## src/verilog/usbm_pkg.sv

```systemverilog
// package: register map, field positions and timing of the usb mask/suspend block
package usbm_pkg;
  // ----------------------------------------
  // register offsets (byte addresses)
  // ----------------------------------------
  localparam logic [7:0] CTRL_OFF = 8'h00;
  localparam logic [7:0] STATUS_OFF = 8'h04;
  localparam logic [7:0] IRQ_STAT_OFF = 8'h08;
  localparam logic [7:0] IRQ_MASK_OFF = 8'h0c;
  // ----------------------------------------
  // control register fields
  // ----------------------------------------
  localparam int BUS_RESET_MASK_BIT = 10;
  localparam int FRAME_START_MASK_BIT = 9;
  localparam int EXP_FRAME_MASK_BIT = 8;
  localparam int SLEEP_REQ_MASK_BIT = 7;
  localparam int SLEEP_WAKEUP_BIT = 5;
  localparam int RESUME_BIT = 4;
  localparam int FORCE_SUSPEND_BIT = 3;
  localparam int LOW_POWER_BIT = 2;
  localparam logic [31:0] CTRL_RESET = 32'h0000_0000;
  // ----------------------------------------
  // status register fields
  // ----------------------------------------
  localparam int ST_SUSPENDED_BIT = 0;
  localparam int ST_RESUMING_BIT = 1;
  localparam int ST_SLEEP_WAKE_BIT = 2;
  localparam int ST_LOW_POWER_BIT = 3;
  // ----------------------------------------
  // block interrupt status fields
  // ----------------------------------------
  localparam int IRQ_SUSPEND_BIT = 0;
  localparam int IRQ_RESUME_DONE_BIT = 1;
  localparam int IRQ_WIDTH = 2;
  localparam logic [1:0] IRQ_MASK_RESET = 2'h0;
  // ----------------------------------------
  // timing
  // ----------------------------------------
  localparam int CLK_MHZ = 200;
  localparam int IDLE_SUSPEND_US = 3000;
  localparam int IDLE_SUSPEND_CYCLES = IDLE_SUSPEND_US * CLK_MHZ;
  localparam int SLEEP_WAKE_US = 50;
  localparam int SLEEP_WAKE_CYCLES = SLEEP_WAKE_US * CLK_MHZ;
endpackage

```

## src/verilog/usbm_ctrl.sv

```systemverilog
// usb device interrupt masks, resume signalling and suspend control
// Contract
// [RQ1] bus reset flag raises irq only while its mask bit 10 is set
// [RQ2] frame start flag raises irq only while its mask bit 9 is set
// [RQ3] expected frame start flag raises irq only while mask bit 8 set
// [RQ4] sleep request flag raises irq only while mask bit 7 is set
// [RQ5] bit 5 drives sleep wakeup signalling; hardware clears it when done
// [RQ6] while bit 4 set, resume signalling is driven toward the host
// [RQ7] software holds bit 4 between 1 ms and 15 ms
// [RQ8] suspend flag raised after 3 ms without bus traffic
// [RQ9] software sets force suspend on the suspend interrupt
// [RQ10] writing 1 to bit 3 enters suspend; writing 0 does nothing
// [RQ11] software sets low power after force suspend when current matters
// [RQ12] irq output high while any flag and its mask are both set
//
// Our own choices: the placing of the registers and the APB slave port.
module usbm_ctrl #(
  parameter int IDLE_CYCLES = usbm_pkg::IDLE_SUSPEND_CYCLES,
  parameter int WAKE_CYCLES = usbm_pkg::SLEEP_WAKE_CYCLES
) (
  input wire logic ref_clk,
  input wire logic rst,
  input wire logic psel,
  input wire logic penable,
  input wire logic pwrite,
  input wire logic [7:0] paddr,
  input wire logic [31:0] pwdata,
  output logic [31:0] prdata,
  output logic pready,
  output logic pslverr,
  input wire logic bus_reset_event,
  input wire logic frame_start_event,
  input wire logic expected_frame_start_event,
  input wire logic sleep_request_event,
  input wire logic bus_activity,
  input wire logic bus_resume_seen,
  output logic usb_irq,
  output logic block_irq,
  output logic suspend_event,
  output logic resume_drive,
  output logic sleep_wakeup_drive,
  output logic suspended,
  output logic low_power
);
  // ----------------------------------------
  // bus decode
  // ----------------------------------------
  logic wr_en;
  logic rd_en;
  logic ctrl_sel;
  logic status_sel;
  logic stat_sel;
  logic mask_sel;
  logic addr_ok;
  assign wr_en = psel && penable && pwrite;
  assign rd_en = psel && penable && !pwrite;
  assign ctrl_sel = paddr == usbm_pkg::CTRL_OFF;
  assign status_sel = paddr == usbm_pkg::STATUS_OFF;
  assign stat_sel = paddr == usbm_pkg::IRQ_STAT_OFF;
  assign mask_sel = paddr == usbm_pkg::IRQ_MASK_OFF;
  assign addr_ok = ctrl_sel || status_sel || stat_sel || mask_sel;

  // ----------------------------------------
  // bus response
  // ----------------------------------------
  assign pready = 1'b1;
  assign pslverr = psel && penable && !addr_ok;

  // ----------------------------------------
  // activity synchroniser
  // ----------------------------------------
  logic act_s1;
  logic act_s2;
  always_ff @(posedge ref_clk) begin
    if (rst) begin
      act_s1 <= 1'b0;
      act_s2 <= 1'b0;
    end else begin
      act_s1 <= bus_activity;
      act_s2 <= act_s1;
    end
  end

  // ----------------------------------------
  // host resume synchroniser
  // ----------------------------------------
  logic res_s1;
  logic res_s2;
  always_ff @(posedge ref_clk) begin
    if (rst) begin
      res_s1 <= 1'b0;
      res_s2 <= 1'b0;
    end else begin
      res_s1 <= bus_resume_seen;
      res_s2 <= res_s1;
    end
  end

  // ----------------------------------------
  // control register
  // ----------------------------------------
  logic [31:0] ctrl;
  logic wake_done;
  logic ctrl_wr;
  assign ctrl_wr = wr_en && paddr == usbm_pkg::CTRL_OFF;
  always_ff @(posedge ref_clk) begin
    if (rst) begin
      ctrl <= usbm_pkg::CTRL_RESET;
    end else begin
      if (ctrl_wr) begin
        ctrl[usbm_pkg::BUS_RESET_MASK_BIT] <= pwdata[usbm_pkg::BUS_RESET_MASK_BIT];
        ctrl[usbm_pkg::FRAME_START_MASK_BIT] <= pwdata[usbm_pkg::FRAME_START_MASK_BIT];
        ctrl[usbm_pkg::EXP_FRAME_MASK_BIT] <= pwdata[usbm_pkg::EXP_FRAME_MASK_BIT];
        ctrl[usbm_pkg::SLEEP_REQ_MASK_BIT] <= pwdata[usbm_pkg::SLEEP_REQ_MASK_BIT];
        ctrl[usbm_pkg::RESUME_BIT] <= pwdata[usbm_pkg::RESUME_BIT];
        ctrl[usbm_pkg::LOW_POWER_BIT] <= pwdata[usbm_pkg::LOW_POWER_BIT];
      end
      // [RQ5] wakeup set or self clear
      if (ctrl_wr && pwdata[usbm_pkg::SLEEP_WAKEUP_BIT]) begin
        ctrl[usbm_pkg::SLEEP_WAKEUP_BIT] <= 1'b1;
      end else if (wake_done) begin
        ctrl[usbm_pkg::SLEEP_WAKEUP_BIT] <= 1'b0;
      end
      // [RQ10] write one enters suspend
      if (ctrl_wr && pwdata[usbm_pkg::FORCE_SUSPEND_BIT]) begin
        ctrl[usbm_pkg::FORCE_SUSPEND_BIT] <= 1'b1;
      end else if (res_s2 || ctrl[usbm_pkg::RESUME_BIT]) begin
        ctrl[usbm_pkg::FORCE_SUSPEND_BIT] <= 1'b0;
      end
    end
  end

  // ----------------------------------------
  // sleep wakeup timer
  // ----------------------------------------
  logic [31:0] wake_cnt;
  assign wake_done = ctrl[usbm_pkg::SLEEP_WAKEUP_BIT] && wake_cnt == 32'(WAKE_CYCLES - 1);
  always_ff @(posedge ref_clk) begin
    if (rst) begin
      wake_cnt <= 32'h0000_0000;
    end else if (ctrl[usbm_pkg::SLEEP_WAKEUP_BIT] && !wake_done) begin
      wake_cnt <= wake_cnt + 32'h0000_0001;
    end else begin
      wake_cnt <= 32'h0000_0000;
    end
  end

  // ----------------------------------------
  // idle detector
  // ----------------------------------------
  logic [31:0] idle_cnt;
  logic idle_hit;
  assign idle_hit = !act_s2 && idle_cnt == 32'(IDLE_CYCLES - 1);
  // [RQ8] three ms idle count
  always_ff @(posedge ref_clk) begin
    if (rst) begin
      idle_cnt <= 32'h0000_0000;
    end else if (act_s2) begin
      idle_cnt <= 32'h0000_0000;
    end else if (idle_cnt != 32'(IDLE_CYCLES)) begin
      idle_cnt <= idle_cnt + 32'h0000_0001;
    end
  end

  // ----------------------------------------
  // block interrupt status and mask
  // ----------------------------------------
  logic [usbm_pkg::IRQ_WIDTH-1:0] irq_stat;
  logic [usbm_pkg::IRQ_WIDTH-1:0] irq_mask;
  logic [usbm_pkg::IRQ_WIDTH-1:0] irq_set;
  logic stat_rd;
  logic resume_prev;
  assign stat_rd = rd_en && paddr == usbm_pkg::IRQ_STAT_OFF;
  // [RQ8] idle sets suspend flag
  assign irq_set[usbm_pkg::IRQ_SUSPEND_BIT] = idle_hit;
  logic resume_done;
  assign resume_done = resume_prev && !ctrl[usbm_pkg::RESUME_BIT];
  assign irq_set[usbm_pkg::IRQ_RESUME_DONE_BIT] = wake_done || resume_done;
  always_ff @(posedge ref_clk) begin
    if (rst) begin
      resume_prev <= 1'b0;
    end else begin
      resume_prev <= ctrl[usbm_pkg::RESUME_BIT];
    end
  end
  // set wins over read clear
  always_ff @(posedge ref_clk) begin
    if (rst) begin
      irq_stat <= '0;
    end else begin
      irq_stat <= (stat_rd ? '0 : irq_stat) | irq_set;
    end
  end

  // ----------------------------------------
  // block interrupt mask
  // ----------------------------------------
  always_ff @(posedge ref_clk) begin
    if (rst) begin
      irq_mask <= usbm_pkg::IRQ_MASK_RESET;
    end else if (wr_en && paddr == usbm_pkg::IRQ_MASK_OFF) begin
      irq_mask <= pwdata[usbm_pkg::IRQ_WIDTH-1:0];
    end
  end
  assign block_irq = |(irq_stat & irq_mask);
  assign suspend_event = irq_stat[usbm_pkg::IRQ_SUSPEND_BIT];

  // ----------------------------------------
  // usb event interrupt gating
  // ----------------------------------------
  logic [3:0] ev_flags;
  logic [3:0] ev_masks;
  logic [3:0] ev_hits;
  assign ev_flags[3] = bus_reset_event;
  assign ev_flags[2] = frame_start_event;
  assign ev_flags[1] = expected_frame_start_event;
  assign ev_flags[0] = sleep_request_event;
  // [RQ1] bus reset mask
  assign ev_masks[3] = ctrl[usbm_pkg::BUS_RESET_MASK_BIT];
  // [RQ2] frame start mask
  assign ev_masks[2] = ctrl[usbm_pkg::FRAME_START_MASK_BIT];
  // [RQ3] expected frame mask
  assign ev_masks[1] = ctrl[usbm_pkg::EXP_FRAME_MASK_BIT];
  // [RQ4] sleep request mask
  assign ev_masks[0] = ctrl[usbm_pkg::SLEEP_REQ_MASK_BIT];
  genvar gi;
  generate
    for (gi = 0; gi < 4; gi++) begin : g_ev
      assign ev_hits[gi] = ev_flags[gi] && ev_masks[gi];
    end
  endgenerate
  // [RQ12] any flag with mask
  always_ff @(posedge ref_clk) begin
    if (rst) begin
      usb_irq <= 1'b0;
    end else begin
      usb_irq <= |ev_hits;
    end
  end

  // ----------------------------------------
  // link signalling outputs
  // ----------------------------------------
  // [RQ6] resume while bit held
  always_ff @(posedge ref_clk) begin
    if (rst) begin
      resume_drive <= 1'b0;
    end else begin
      resume_drive <= ctrl[usbm_pkg::RESUME_BIT];
    end
  end

  // [RQ5] wakeup drive per bit
  always_ff @(posedge ref_clk) begin
    if (rst) begin
      sleep_wakeup_drive <= 1'b0;
    end else begin
      sleep_wakeup_drive <= ctrl[usbm_pkg::SLEEP_WAKEUP_BIT];
    end
  end

  // [RQ10] suspend state output
  always_ff @(posedge ref_clk) begin
    if (rst) begin
      suspended <= 1'b0;
    end else begin
      suspended <= ctrl[usbm_pkg::FORCE_SUSPEND_BIT];
    end
  end

  // low power output
  always_ff @(posedge ref_clk) begin
    if (rst) begin
      low_power <= 1'b0;
    end else begin
      low_power <= ctrl[usbm_pkg::LOW_POWER_BIT];
    end
  end

  // ----------------------------------------
  // read data
  // ----------------------------------------
  logic [31:0] status_word;
  always_comb begin
    status_word = 32'h0000_0000;
    status_word[usbm_pkg::ST_SUSPENDED_BIT] = suspended;
    status_word[usbm_pkg::ST_RESUMING_BIT] = resume_drive;
    status_word[usbm_pkg::ST_SLEEP_WAKE_BIT] = sleep_wakeup_drive;
    status_word[usbm_pkg::ST_LOW_POWER_BIT] = low_power;
  end

  // ----------------------------------------
  // read mux
  // ----------------------------------------
  always_ff @(posedge ref_clk) begin
    if (rst) begin
      prdata <= 32'h0000_0000;
    end else if (psel && !penable && !pwrite) begin
      unique case (paddr)
        usbm_pkg::CTRL_OFF: prdata <= ctrl;
        usbm_pkg::STATUS_OFF: prdata <= status_word;
        usbm_pkg::IRQ_STAT_OFF: prdata <= {30'h0, irq_stat | irq_set};
        usbm_pkg::IRQ_MASK_OFF: prdata <= {30'h0, irq_mask};
        default: prdata <= 32'h0000_0000;
      endcase
    end
  end
endmodule // usbm_ctrl

```

## config.mk

```make
export PLATFORM = sky130hd
export DESIGN_NAME = usbm_ctrl
export DESIGN_NICKNAME = d
export VERILOG_FILES = /design/src/verilog/usbm_pkg.sv /design/src/verilog/usbm_ctrl.sv
export SDC_FILE = /design/constraint.sdc
export NUM_CORES = 1
export LEC_CHECK = 0
export BUFFER_PORTS_ARGS = -buffer_cell sky130_fd_sc_hd__buf_2
export CORE_MARGIN = 5
export CORE_UTILIZATION = 46
export CTS_CLUSTER_DIAMETER = 120
export DETAILED_ROUTE_END_ITERATION = 10
export PLACE_DENSITY = 0.79
export RECOVER_POWER = 50
export SYNTH_ARGS = -nofsm -noshare
export SYNTH_HDL_FRONTEND = slang
export SYNTH_SLANG_ARGS = --single-unit
```

## constraint.sdc

```tcl
create_clock -name ref_clk -period 3.6 [get_ports ref_clk]
set_clock_uncertainty 0.15 [all_clocks]
set_input_delay 0.54 -clock ref_clk [delete_from_list [all_inputs] [get_ports ref_clk]]
set_output_delay 0.54 -clock ref_clk [all_outputs]
set_load 0.02 [all_outputs]
```

-- Word level (Yosys, flattened, before mapping)
Index checks and enable logic that the tools add are counted.
- bits of input ports: 51
- flip-flop bits (word level): 117
- logic and storage cells: 72
- output and inout bits: 41
- bitwise gates (word level): 4
- equality and inequality tests: 6
- add/subtract/negate cells: 2
- reductions and logical operators: 37
- multiplexer cells: 6
- operators by type and width (cell ; count):
    $add 32x1->32 const B ; 2
    $pmux 11 s4 ; 1
    $eq 32x14->1 const B ; 1
    $eq 32x20->1 const B ; 1
    $ne 32x20->1 const B ; 1
    $logic_and 1x1->1 ; 19
    $eq 8x4->1 const B ; 2
    $eq 8x3->1 const B ; 1
    $logic_not 8->1 ; 1
    $logic_not 1->1 ; 6
    $reduce_or 2->1 ; 3
    $logic_or 1x1->1 ; 5
    $mux 1 ; 4
    $or 2x2->2 ; 2
    $reduce_bool 2->1 ; 2
    $reduce_or 4->1 ; 1
    $and 2x2->2 ; 1
    $mux 2 ; 1
    $not 1->1 ; 1

-- Depth between registers and ports, before layout
Gate-level depths: netlist of run 1.
- depth in word-level cells: 6
- gate-level depth with buffers: 7
- mapped depth without buffers: 6

-- Worst setup path before layout of run 1
OpenSTA, ideal clock, no wires.
- path kind: input -> register
- start: input port paddr[1]
- end: register ctrl[10]
- setup slack: 1646 ps
- required time: 3322 ps
- setup time: 128 ps
- stages on the path: 6
- arrival: 1676 ps
- buffers on the path: 1
- cell sequence: nor4_2 -> nand3b_1 -> nor3b_1 -> buf_2 -> mux2i_1 -> nor2_1
- cells in the longest elaborated chain, start to end: 2
- RTL lines (element ; line ; text):
    from (decl) ; usbm_ctrl.sv:26 ; input wire logic [7:0] paddr,
    $logic_not 8->1 ; usbm_ctrl.sv:105 ; assign ctrl_wr = wr_en && paddr == usbm_pkg::CTRL_OFF;
    $logic_and 1x1->1 ; usbm_ctrl.sv:105 ;
    to (signal assigned) ; usbm_ctrl.sv:108 ; ctrl <= usbm_pkg::CTRL_RESET;
    to (signal, indexed assignment) ; usbm_ctrl.sv:111 ; ctrl[usbm_pkg::BUS_RESET_MASK_BIT] <= pwdata[usbm_pkg::BUS_RESET_MASK_BIT];
    to (signal, indexed assignment) ; usbm_ctrl.sv:112 ; ctrl[usbm_pkg::FRAME_START_MASK_BIT] <= pwdata[usbm_pkg::FRAME_START_MASK_BIT];
    to (decl) ; usbm_ctrl.sv:102 ; logic [31:0] ctrl;
No other way between the ends.
A chain may end at the register's enable or synchronous reset.

-- Worst setup path in the final report of run 1
- start: input port paddr[1]
- end: output port pslverr
- cells in the longest elaborated chain, start to end: 6
- elaborated cells between the ends (all ways): 9
- classes of those cells: eq/ne (3); reduce/logical (6)
- RTL lines (element ; line ; text):
    $eq 8x3->1 or $logic_not 8->1 (tied branches) ; usbm_ctrl.sv:58, usbm_ctrl.sv:57 ;
    $logic_or 1x1->1 (2 in series) ; usbm_ctrl.sv:61 ; assign addr_ok = ctrl_sel || status_sel || stat_sel || mask_sel;
    $logic_or 1x1->1 * ; usbm_ctrl.sv:61 ;
    $logic_not 1->1 * ; usbm_ctrl.sv:67 ; assign pslverr = psel && penable && !addr_ok;
    $logic_and 1x1->1 * ; usbm_ctrl.sv:67 ;
    to (decl) ; usbm_ctrl.sv:30 ; output logic pslverr,
Every way passes the cells marked *; elsewhere a longest branch is shown, timed or not.

==> results.sh, run 1 <==
export IMPL_status="completed"
export IMPL_synth_flop_cell="dfxtp_1"
export IMPL_vias=3585
export IMPL_final_cell_mix="dfxtp_1 (95), nor2_1 (89), xor2_1 (39), nand2_1 (34), nand3_1 (32)"
export IMPL_min_path_cells=2
export IMPL_rows=36
export IMPL_r2r_end="idle_cnt[26]$_SDFFE_PP0P_"
export IMPL_layout_drive_gt1_share=0.110
export IMPL_synth_edf_count=0
export IMPL_drtIter0Drc=241
export IMPL_wl_um=8680
export IMPL_crit_fanout=6
export IMPL_worstRegToRegCells=5
export IMPL_max_stage_delay_ns=0.43
export IMPL_diodes=0
export IMPL_h_tree_depth=3
export IMPL_final_cell_area_mm2=0.00487
export IMPL_crit_family="simple AND/OR/NAND/NOR gates"
export IMPL_critical_path_class="primary input to primary output"
export IMPL_endpoint_kind="primary output"
export IMPL_hold_viol_final=0
export IMPL_routabilityCongestion=0.838
export IMPL_die_w_um=109
export IMPL_ctsResizeCount=0
export IMPL_cts_hold_buf=0
export IMPL_critical_path_slowest_cell="nor4_1"
export IMPL_fillers=927
export IMPL_firstDrtPassIters=6
export IMPL_synth_area_leader_cell="dfxtp_1"
export IMPL_area_delta_synth_final_pct=9.02
export IMPL_netlist_area_mm2=0.00447
export IMPL_r2r_slack_ns=1.57
export IMPL_rsz0062_at_grt="false"
export IMPL_post_cts_setup_buffers=0
export IMPL_first_global_vias=3469
export IMPL_clkLatencyLatePin_ns=0.38
export IMPL_cp_required_ns=2.91
export IMPL_hold_start="bus_resume_seen"
export IMPL_hold_class="primary input to register"
export IMPL_min_to="res_s1$_SDFF_PP0_"
export IMPL_initial_core_util=0.463
export IMPL_fin_tns_setup_ns=0
export IMPL_gr_total_overflow=0
export IMPL_whs_ns=0.220
export IMPL_fp_dieH_um=109
export IMPL_vias_per_cell=5.23
export IMPL_fmax_ghz=0.422
export IMPL_syn_inst=506
export IMPL_root_buffer="clkbuf_8"
export IMPL_cp_data_arrival_time_ns=1.68
export IMPL_ant_nets=0
export IMPL_finalCriticalPeriod_ns=2.37
export IMPL_p_per_area_mw_per_mm2=375
export IMPL_ys_seq_elements=95
export IMPL_io_pins=92
export IMPL_track_usage=0.155
export IMPL_synth_distinct_cells=56
export IMPL_synth_yosys_warnings=0
export IMPL_antenna_found_initial=0
export IMPL_synth_top_cell_area_share=0.426
export IMPL_cts_buffers=9
export IMPL_io_buffers=46
export IMPL_synthTopCellsByArea="dfxtp_1 (43%), xor2_1 (7.6%), nor2_1 (7.5%)"
export IMPL_grt_pass1_wl_um=14800
export IMPL_yosysSeqAreaShare=0.426
export IMPL_cts_tree="yes"
export IMPL_drv_cap=0
export IMPL_worst_slew_pin_slew_ns=1.34
export IMPL_wire_per_inst_um=12.7
export IMPL_cts_max_path_buffers=2
export IMPL_cts_clk_slew_worst_paths_ns=0.10
export IMPL_grt_max_degree=35
export IMPL_cp_depth=5
export IMPL_relSlewSlack=0.103
export IMPL_drc=0
export IMPL_placed_area_mm2=0.00471
export IMPL_final_common_cell="dfxtp_1"
export IMPL_coreArea_mm2=0.00964
export IMPL_critical_path_cell_chain="buf_2 > nor4_1 > and2_0 > nor2_1 > buf_2"
export IMPL_setup_viol=0
export IMPL_syn_avg_cell_area_um2=8.83
export IMPL_dp_hpwl_um=6300
export IMPL_peakVddDrop_uv=293
export IMPL_crit_path_start_kind="primary input"
export IMPL_cp_num_buf_inv=2
export IMPL_synth_async_reset_ratio=0
export IMPL_r2r_start="idle_cnt[6]$_SDFFE_PP0P_"
export IMPL_cts_sinks=95
export IMPL_cpMostUsedCell="buf_2"
export IMPL_leakagePower_nw=1.78
export IMPL_period_share=0.658
export IMPL_nNetsFinal=602
export IMPL_drv_slew=0
export IMPL_die_area_mm2=0.0118
==> cell families after synthesis <==
group,share of synthesized area
adders and majority gates,0.00841
muxes,0.0342
and+or+nand+nor,0.313
AOI/OAI and AO/OA,0.0549
other,0.00168
DFF,0.426
buffers and inverters,0.0619
xor gates and xnor gates,0.100
==> worst max path at each step <==
stage / startpoint / endpoint
after floorplan: paddr[1] / ctrl[10]$_SDFFE_PP0P_
after global placement: rst / idle_cnt[23]$_SDFFE_PP0P_
after detailed placement: rst / idle_cnt[25]$_SDFFE_PP0P_
after CTS: paddr[1] / pslverr
after global routing: paddr[1] / pslverr
final: paddr[1] / pslverr
==> registers in the layout (all words and copies together) (netlist names) <==
signal              flops
idle_cnt               32
res_s2                  1
ctrl                    8
irq_stat                2
act_s2                  1
wake_cnt               32
res_s1                  1
sleep_wakeup_drive      1
usb_irq                 1
low_power               1
suspended               1
prdata                 10
resume_drive            1
irq_mask                2
act_s1                  1
==> through the flow <==
step                      setup slack, ns  total power, W  utilization  cells
after floorplan                      1.65         0.00115            -    527
after CTS                            1.40         0.00184        0.509    686
after global routing                 1.11         0.00190        0.505    686
final                                1.23         0.00183        0.505    686
after detailed placement             1.32         0.00116        0.489    670
after global placement               1.34         0.00116        0.489    670
==> cells in the mapped netlist (6+ instances only) <==
cell type / number
a21oi_1: 12
nand2_1: 34
nor2_1: 89
nand4_1: 22
a22oi_1: 9
o21ai_0: 6
clkbuf_1: 7
inv_1: 7
dfxtp_1: 95
buf_4: 24
nor4_1: 10
xnor2_1: 12
xor2_1: 39
nand3_1: 32
nor3_1: 7
and3_1: 9
nor2b_1: 10
mux2i_1: 13
==> where the power goes <==
group	total, W	switching [W]	internal, W
sequential	0.00106	0.00000428	0.00105
clock	0.000693	0.000420	0.000274
combinational	0.0000734	0.0000532	0.0000201
total	0.00183	0.000477	0.00135
==> area by class of cell <==
type                    instances  area (um^2)  share of cell area
multi-input cells             386         2350               0.484
flip-flops and latches         95         1900               0.391
repair buffers                 48          219              0.0450
well taps                     133          166              0.0342
clock buffers                   9          124              0.0254
clock inverters                 7         72.6              0.0149
inverters                       8         30.0             0.00617
==> worst reg2reg max path: cells and delay by family, from the launching register on <==
kind / cells / cell delay (ns)
compound gates: 1 / 0.13
flops: 1 / 0.44
simple gates: 4 / 1.23
==> metal layers <==
layer	global-route usage	vias up	wire length [um]
met5	0	-	0
met4	0.0604	0	126
met3	0.0525	15	464
met2	0.274	77	4430
met1	0.169	1701	3660
li1	-	1792	-
(Power assumes the default switching activity.)
==> run 2, diff against run 1 <==
--- a/config.mk
+++ b/config.mk
@@ -10,7 +10,7 @@
 export CORE_UTILIZATION = 46
 export CTS_CLUSTER_DIAMETER = 120
 export DETAILED_ROUTE_END_ITERATION = 10
-export PLACE_DENSITY = 0.79
+export PLACE_DENSITY = 0.82
 export RECOVER_POWER = 50
 export SYNTH_ARGS = -nofsm -noshare
 export SYNTH_HDL_FRONTEND = slang
==> constraint.sdc (replaced) <==
create_clock -name ref_clk -period 2.1 [get_ports ref_clk]
set_clock_uncertainty 0.15 [all_clocks]
set_input_delay 0.315 -clock ref_clk [delete_from_list [all_inputs] [get_ports ref_clk]]
set_output_delay 0.315 -clock ref_clk [all_outputs]
set_load 0.02 [all_outputs]
==> run 2 against run 1 <==
  * Utilization grew 0.83 points
  * Final area grew 1.6%
  * Die area is the same
  * Via count is essentially flat
  * Register-to-register slack lost 1.5 ns
  * Global-route usage shrank 0.072 points
  * First-iteration DRC count shrank 37%
  * Non-clock buffer count grew 8
  * Sequential share of layout area shrank 0.63 points
  * Largest cell class unchanged
  * Critical path depth is the same
  * Flip-flop and latch count is the same
==> results.sh, run 2 (synthesis gave the netlist of run 1 again) <==
export IMPL_area_delta_synth_final_pct=10.8
export IMPL_die_w_um=109
export IMPL_track_usage=0.154
export IMPL_status="completed"
export IMPL_vias=3586
export IMPL_grt_pass1_wl_um=15000
export IMPL_leakagePower_nw=1.83
export IMPL_gr_usage_met1=0.183
export IMPL_rsz0062_at_grt="false"
export IMPL_drv_cap=0
export IMPL_peakVddDrop_uv=385
export IMPL_cp_data_arrival_time_ns=2.05
export IMPL_diodes=0
export IMPL_relSlewSlack=0.345
export IMPL_crit_fanout=6
export IMPL_drv_slew=0
export IMPL_antenna_found_initial=0
export IMPL_crit_path_start_kind="register"
export IMPL_finalCriticalPeriod_ns=1.98
export IMPL_final_cell_area_mm2=0.00495
export IMPL_cts_buffers=9
export IMPL_hold_class="primary input to register"
export IMPL_fp_dieH_um=109
export IMPL_die_area_mm2=0.0118
export IMPL_nNetsFinal=610
export IMPL_initial_core_util=0.463
export IMPL_top_usage_layer="met2"
export IMPL_final_cell_mix="dfxtp_1 (95), nor2_1 (89), xor2_1 (39), nand2_1 (34), nand3_1 (32)"
export IMPL_placed_area_mm2=0.00477
export IMPL_layout_drive_gt1_share=0.121
export IMPL_coreArea_mm2=0.00964
export IMPL_grt_use_met2=0.269
export IMPL_vias_per_cell=5.17
export IMPL_critical_path_cell_chain="nor4bb_1 > nand4_1 > nor3_2 > mux2i_1 > nor2_1"
export IMPL_wire_per_inst_um=12.7
export IMPL_h_tree_depth=3
export IMPL_endpoint_kind="register"
export IMPL_cts_max_path_buffers=2
export IMPL_gr_total_overflow=0
export IMPL_critical_path_slowest_cell="dfxtp_1"
export IMPL_fmax_ghz=0.504
export IMPL_p_per_area_mw_per_mm2=636
export IMPL_drtIter0Drc=153
export IMPL_setup_viol=0
export IMPL_whs_ns=0.0281
export IMPL_final_common_cell="dfxtp_1"
export IMPL_clkLatencyLatePin_ns=0.36
export IMPL_gr_usage_met3=0.0412
export IMPL_post_cts_setup_buffers=0
export IMPL_period_share=0.944
export IMPL_routabilityCongestion=0.873
export IMPL_cts_hold_buf=0
export IMPL_fillers=886
export IMPL_placed_cells=676
export IMPL_cts_clk_slew_worst_paths_ns=0.10
export IMPL_rows=36
export IMPL_hold_viol_final=0
export IMPL_firstDrtPassIters=4
export IMPL_cp_required_ns=2.17
export IMPL_ctsResizeCount=0
export IMPL_ant_nets=0
export IMPL_worst_slew_pin_slew_ns=0.983
export IMPL_io_pins=92
export IMPL_grt_max_degree=32
export IMPL_max_stage_delay_ns=0.45
export IMPL_cts_tree="yes"
export IMPL_critical_path_class="register to register"
export IMPL_drc=0
export IMPL_wl_um=8780
export IMPL_first_global_vias=3495
export IMPL_fin_tns_setup_ns=0
export IMPL_top_regs="idle_cnt x32, wake_cnt x32, prdata x10"
export IMPL_dp_hpwl_um=6480
export IMPL_root_buffer="clkbuf_8"
export IMPL_finalNonFillerCells=694
export IMPL_cts_sinks=95
export IMPL_io_buffers=46
run 2: power breakdown:
| group | internal [W] | switching, W |
|---|---|---|
| Combinational | 0.0000375 | 0.0000948 |
| Sequential | 0.00181 | 0.00000743 |
| Clock | 0.000482 | 0.000718 |
run 2: path summary, 6_finish.rpt:
kind,start,to,slack (ns),cells past startpoint
max,idle_cnt[16]$_SDFFE_PP0P_,idle_cnt[1]$_SDFFE_PP0P_,0.12,5
min,bus_activity,act_s1$_SDFF_PP0_,0.03,2
max reg2reg,idle_cnt[16]$_SDFFE_PP0P_,idle_cnt[1]$_SDFFE_PP0P_,0.12,5
min reg2reg,res_s1$_SDFF_PP0_,res_s2$_SDFF_PP0_,0.31,1
run 2: area by class of cell:
| class | count | area, um^2 | area share |
|---|---|---|---|
| Clock buffer | 9 | 124 | 0.0250 |
| Clock inverter | 7 | 83.8 | 0.0169 |
| Inverter | 8 | 30.0 | 0.00607 |
| Multi-Input combinational cell | 386 | 2360 | 0.477 |
| Sequential cell | 95 | 1900 | 0.384 |
| Tap cell | 133 | 166 | 0.0336 |
| Timing Repair Buffer | 56 | 282 | 0.0569 |
run 2: per-layer routing:
metal	share of wire	wire, um
met1	0.44	3850
met2	0.50	4430
met3	0.046	404
met4	0.011	99
met5	0	0
run 2: per-stage QoR:
stage / worst slack [ns] / total power (W) / util
after detailed placement: 0.139 / 0.00199 / 0.495
after global placement: 0.191 / 0.00199 / 0.495
final: 0.118 / 0.00315 / 0.513
after floorplan: 0.371 / 0.00197 / -
after CTS: 0.125 / 0.00319 / 0.516
after global routing: 0.00344 / 0.00328 / 0.513
run 2: critical path, delay by kind of cell, from the launching register on:
family        cells  cell delay, ns
flops             1            0.45
mux               1            0.24
simple gates      4            1.01
==> run 3, diff against run 2 <==
--- a/config.mk
+++ b/config.mk
@@ -9,7 +9,9 @@
 export CORE_MARGIN = 5
 export CORE_UTILIZATION = 46
 export CTS_CLUSTER_DIAMETER = 120
+export CTS_CLUSTER_SIZE = 40
 export DETAILED_ROUTE_END_ITERATION = 10
+export MAX_ROUTING_LAYER = met4
 export PLACE_DENSITY = 0.82
 export RECOVER_POWER = 50
 export SYNTH_ARGS = -nofsm -noshare
==> run 3 against run 2 <==
  * Clock-buffer cell count did not move
  * Combinational power barely moved
  * Global-route usage rose by 0.44 points
  * Sequential share of layout area did not move
  * Worst setup slack improved by 0.014 ns
  * Register-to-register slack barely moved
  * Critical endpoint unchanged
==> results.sh, run 3 (synthesis gave the netlist of run 1 again) <==
export IMPL_grt_pass1_wl_um=15000
export IMPL_cp_required_ns=2.17
export IMPL_status="completed"
export IMPL_total_power_w=0.00315
export IMPL_cts_sinks=95
export IMPL_dp_hpwl_um=6480
export IMPL_wl_um=8800
export IMPL_cts_tree="yes"
export IMPL_cp_depth=5
export IMPL_fin_tns_setup_ns=0
export IMPL_layout_drive_gt1_share=0.121
export IMPL_die_w_um=109
export IMPL_top_usage_layer="met2"
export IMPL_hold_viol_final=0
export IMPL_area_delta_synth_final_pct=10.8
export IMPL_coreArea_mm2=0.00964
export IMPL_critical_path_slowest_cell="dfxtp_1"
export IMPL_nNetsFinal=610
export IMPL_setup_viol=0
export IMPL_diodes=0
export IMPL_fillers=886
export IMPL_hold_start="bus_activity"
export IMPL_cts_clk_slew_worst_paths_ns=0.10
export IMPL_max_stage_delay_ns=0.44
export IMPL_cp_num_buf_inv=0
export IMPL_finalCriticalPeriod_ns=1.97
export IMPL_io_buffers=46
export IMPL_grt_max_degree=32
export IMPL_relSlewSlack=0.337
export IMPL_gr_usage_met3=0.0376
export IMPL_min_path_cells=2
export IMPL_antenna_found_initial=0
export IMPL_final_cell_area_mm2=0.00495
export IMPL_worst_slew_pin_slew_ns=0.994
export IMPL_rows=36
export IMPL_die_area_mm2=0.0118
export IMPL_drc=0
export IMPL_place_ws_ns=0.139
export IMPL_fp_dieH_um=109
export IMPL_cts_buffers=9
export IMPL_wire_per_inst_um=12.7
export IMPL_leakagePower_nw=1.83
export IMPL_drv_cap=0
export IMPL_ant_nets=0
export IMPL_firstDrtPassIters=4
export IMPL_final_cell_mix="dfxtp_1 (95), nor2_1 (89), xor2_1 (39), nand2_1 (34), nand3_1 (32)"
export IMPL_drtIter0Drc=163
export IMPL_crit_path_start_kind="register"
export IMPL_clkLatencyLatePin_ns=0.36
export IMPL_track_usage=0.158
export IMPL_placed_area_mm2=0.00477
export IMPL_io_pins=92
export IMPL_gr_usage_met1=0.185
export IMPL_rsz0062_at_grt="false"
export IMPL_root_buffer="clkbuf_8"
export IMPL_setup_slack_ns=0.132
export IMPL_r2r_start="idle_cnt[16]$_SDFFE_PP0P_"
export IMPL_worstRegToRegCells=5
export IMPL_hold_class="primary input to register"
export IMPL_final_common_cell="dfxtp_1"
export IMPL_cp_data_arrival_time_ns=2.04
export IMPL_drv_slew=0
export IMPL_initial_core_util=0.463
export IMPL_crit_family="simple AND/OR/NAND/NOR gates"
export IMPL_vias_per_cell=5.18
export IMPL_routabilityCongestion=0.887
export IMPL_cts_max_path_buffers=2
export IMPL_vias=3594
export IMPL_p_per_area_mw_per_mm2=636
export IMPL_top_regs="idle_cnt x32, wake_cnt x32, prdata x10"
export IMPL_ctsResizeCount=0
export IMPL_gr_total_overflow=0
export IMPL_crit_fanout=6
export IMPL_grt_use_met2=0.269
export IMPL_peakVddDrop_uv=385
export IMPL_critical_path_class="register to register"
export IMPL_h_tree_depth=3
export IMPL_first_global_vias=3496
export IMPL_critical_path_cell_chain="nor4bb_1 > nand4_1 > nor3_2 > mux2i_1 > nor2_1"
export IMPL_critPathLaunch="idle_cnt[16]$_SDFFE_PP0P_"
export IMPL_fmax_ghz=0.508
export IMPL_endpoint_kind="register"
export IMPL_period_share=0.937
[run 3: cell counts in the layout (fill, tap and decap cells not counted)]
Identical to the previous run, type by type.
[run 3: per-layer routing]
metal  vias to the layer above  routed length (um)
li1                       1805                   -
met1                      1699                3870
met2                        78                4450
met3                        12                 370
met4                         0                 108
met5                         -                   0
[run 3: worst paths after layout]
| kind | slack (ns) | to |
|---|---|---|
| worst min register to register | 0.31 | res_s2$_SDFF_PP0_ |
| worst max register to register | 0.13 | idle_cnt[1]$_SDFFE_PP0P_ |
| worst min-delay path | 0.03 | act_s1$_SDFF_PP0_ |
| worst max-delay path | 0.13 | idle_cnt[1]$_SDFFE_PP0P_ |
[run 3: cell type report]
| type | instances | area [um^2] | area share |
|---|---|---|---|
| repair buffers | 56 | 282 | 0.0569 |
| flip-flops and latches | 95 | 1900 | 0.384 |
| multi-input cells | 386 | 2360 | 0.477 |
| clock inverters | 7 | 83.8 | 0.0169 |
| well taps | 133 | 166 | 0.0336 |
| clock buffers | 9 | 124 | 0.0250 |
| inverters | 8 | 30.0 | 0.00607 |
[run 3: what timing repair did]
item                                    CTS  global route
setup buffers                             0             2
hold buffers                              0             0
endpoints found under the hold margin     0             0
endpoints found under the setup margin    0             7
[run 3: through the flow]
step	std cells	hold WS, ns	utilization
6_report	694	0.0279	0.513
5_1_grt	694	0.0204	0.513
4_1_cts	692	0.00926	0.516
3_5_place_dp	676	0.291	0.495
3_3_place_gp	676	0.267	0.495
2_1_floorplan	527	0.264	-
[run 3: power by group]
group | internal [W] | leakage, nW | total (W) | switching (W)
Sequential | 0.00181 | 0.766 | 0.00182 | 0.00000751
Clock | 0.000482 | 0.105 | 0.00120 | 0.000716
Combinational | 0.0000375 | 0.960 | 0.000132 | 0.0000949
Total | 0.00233 | 1.83 | 0.00315 | 0.000818
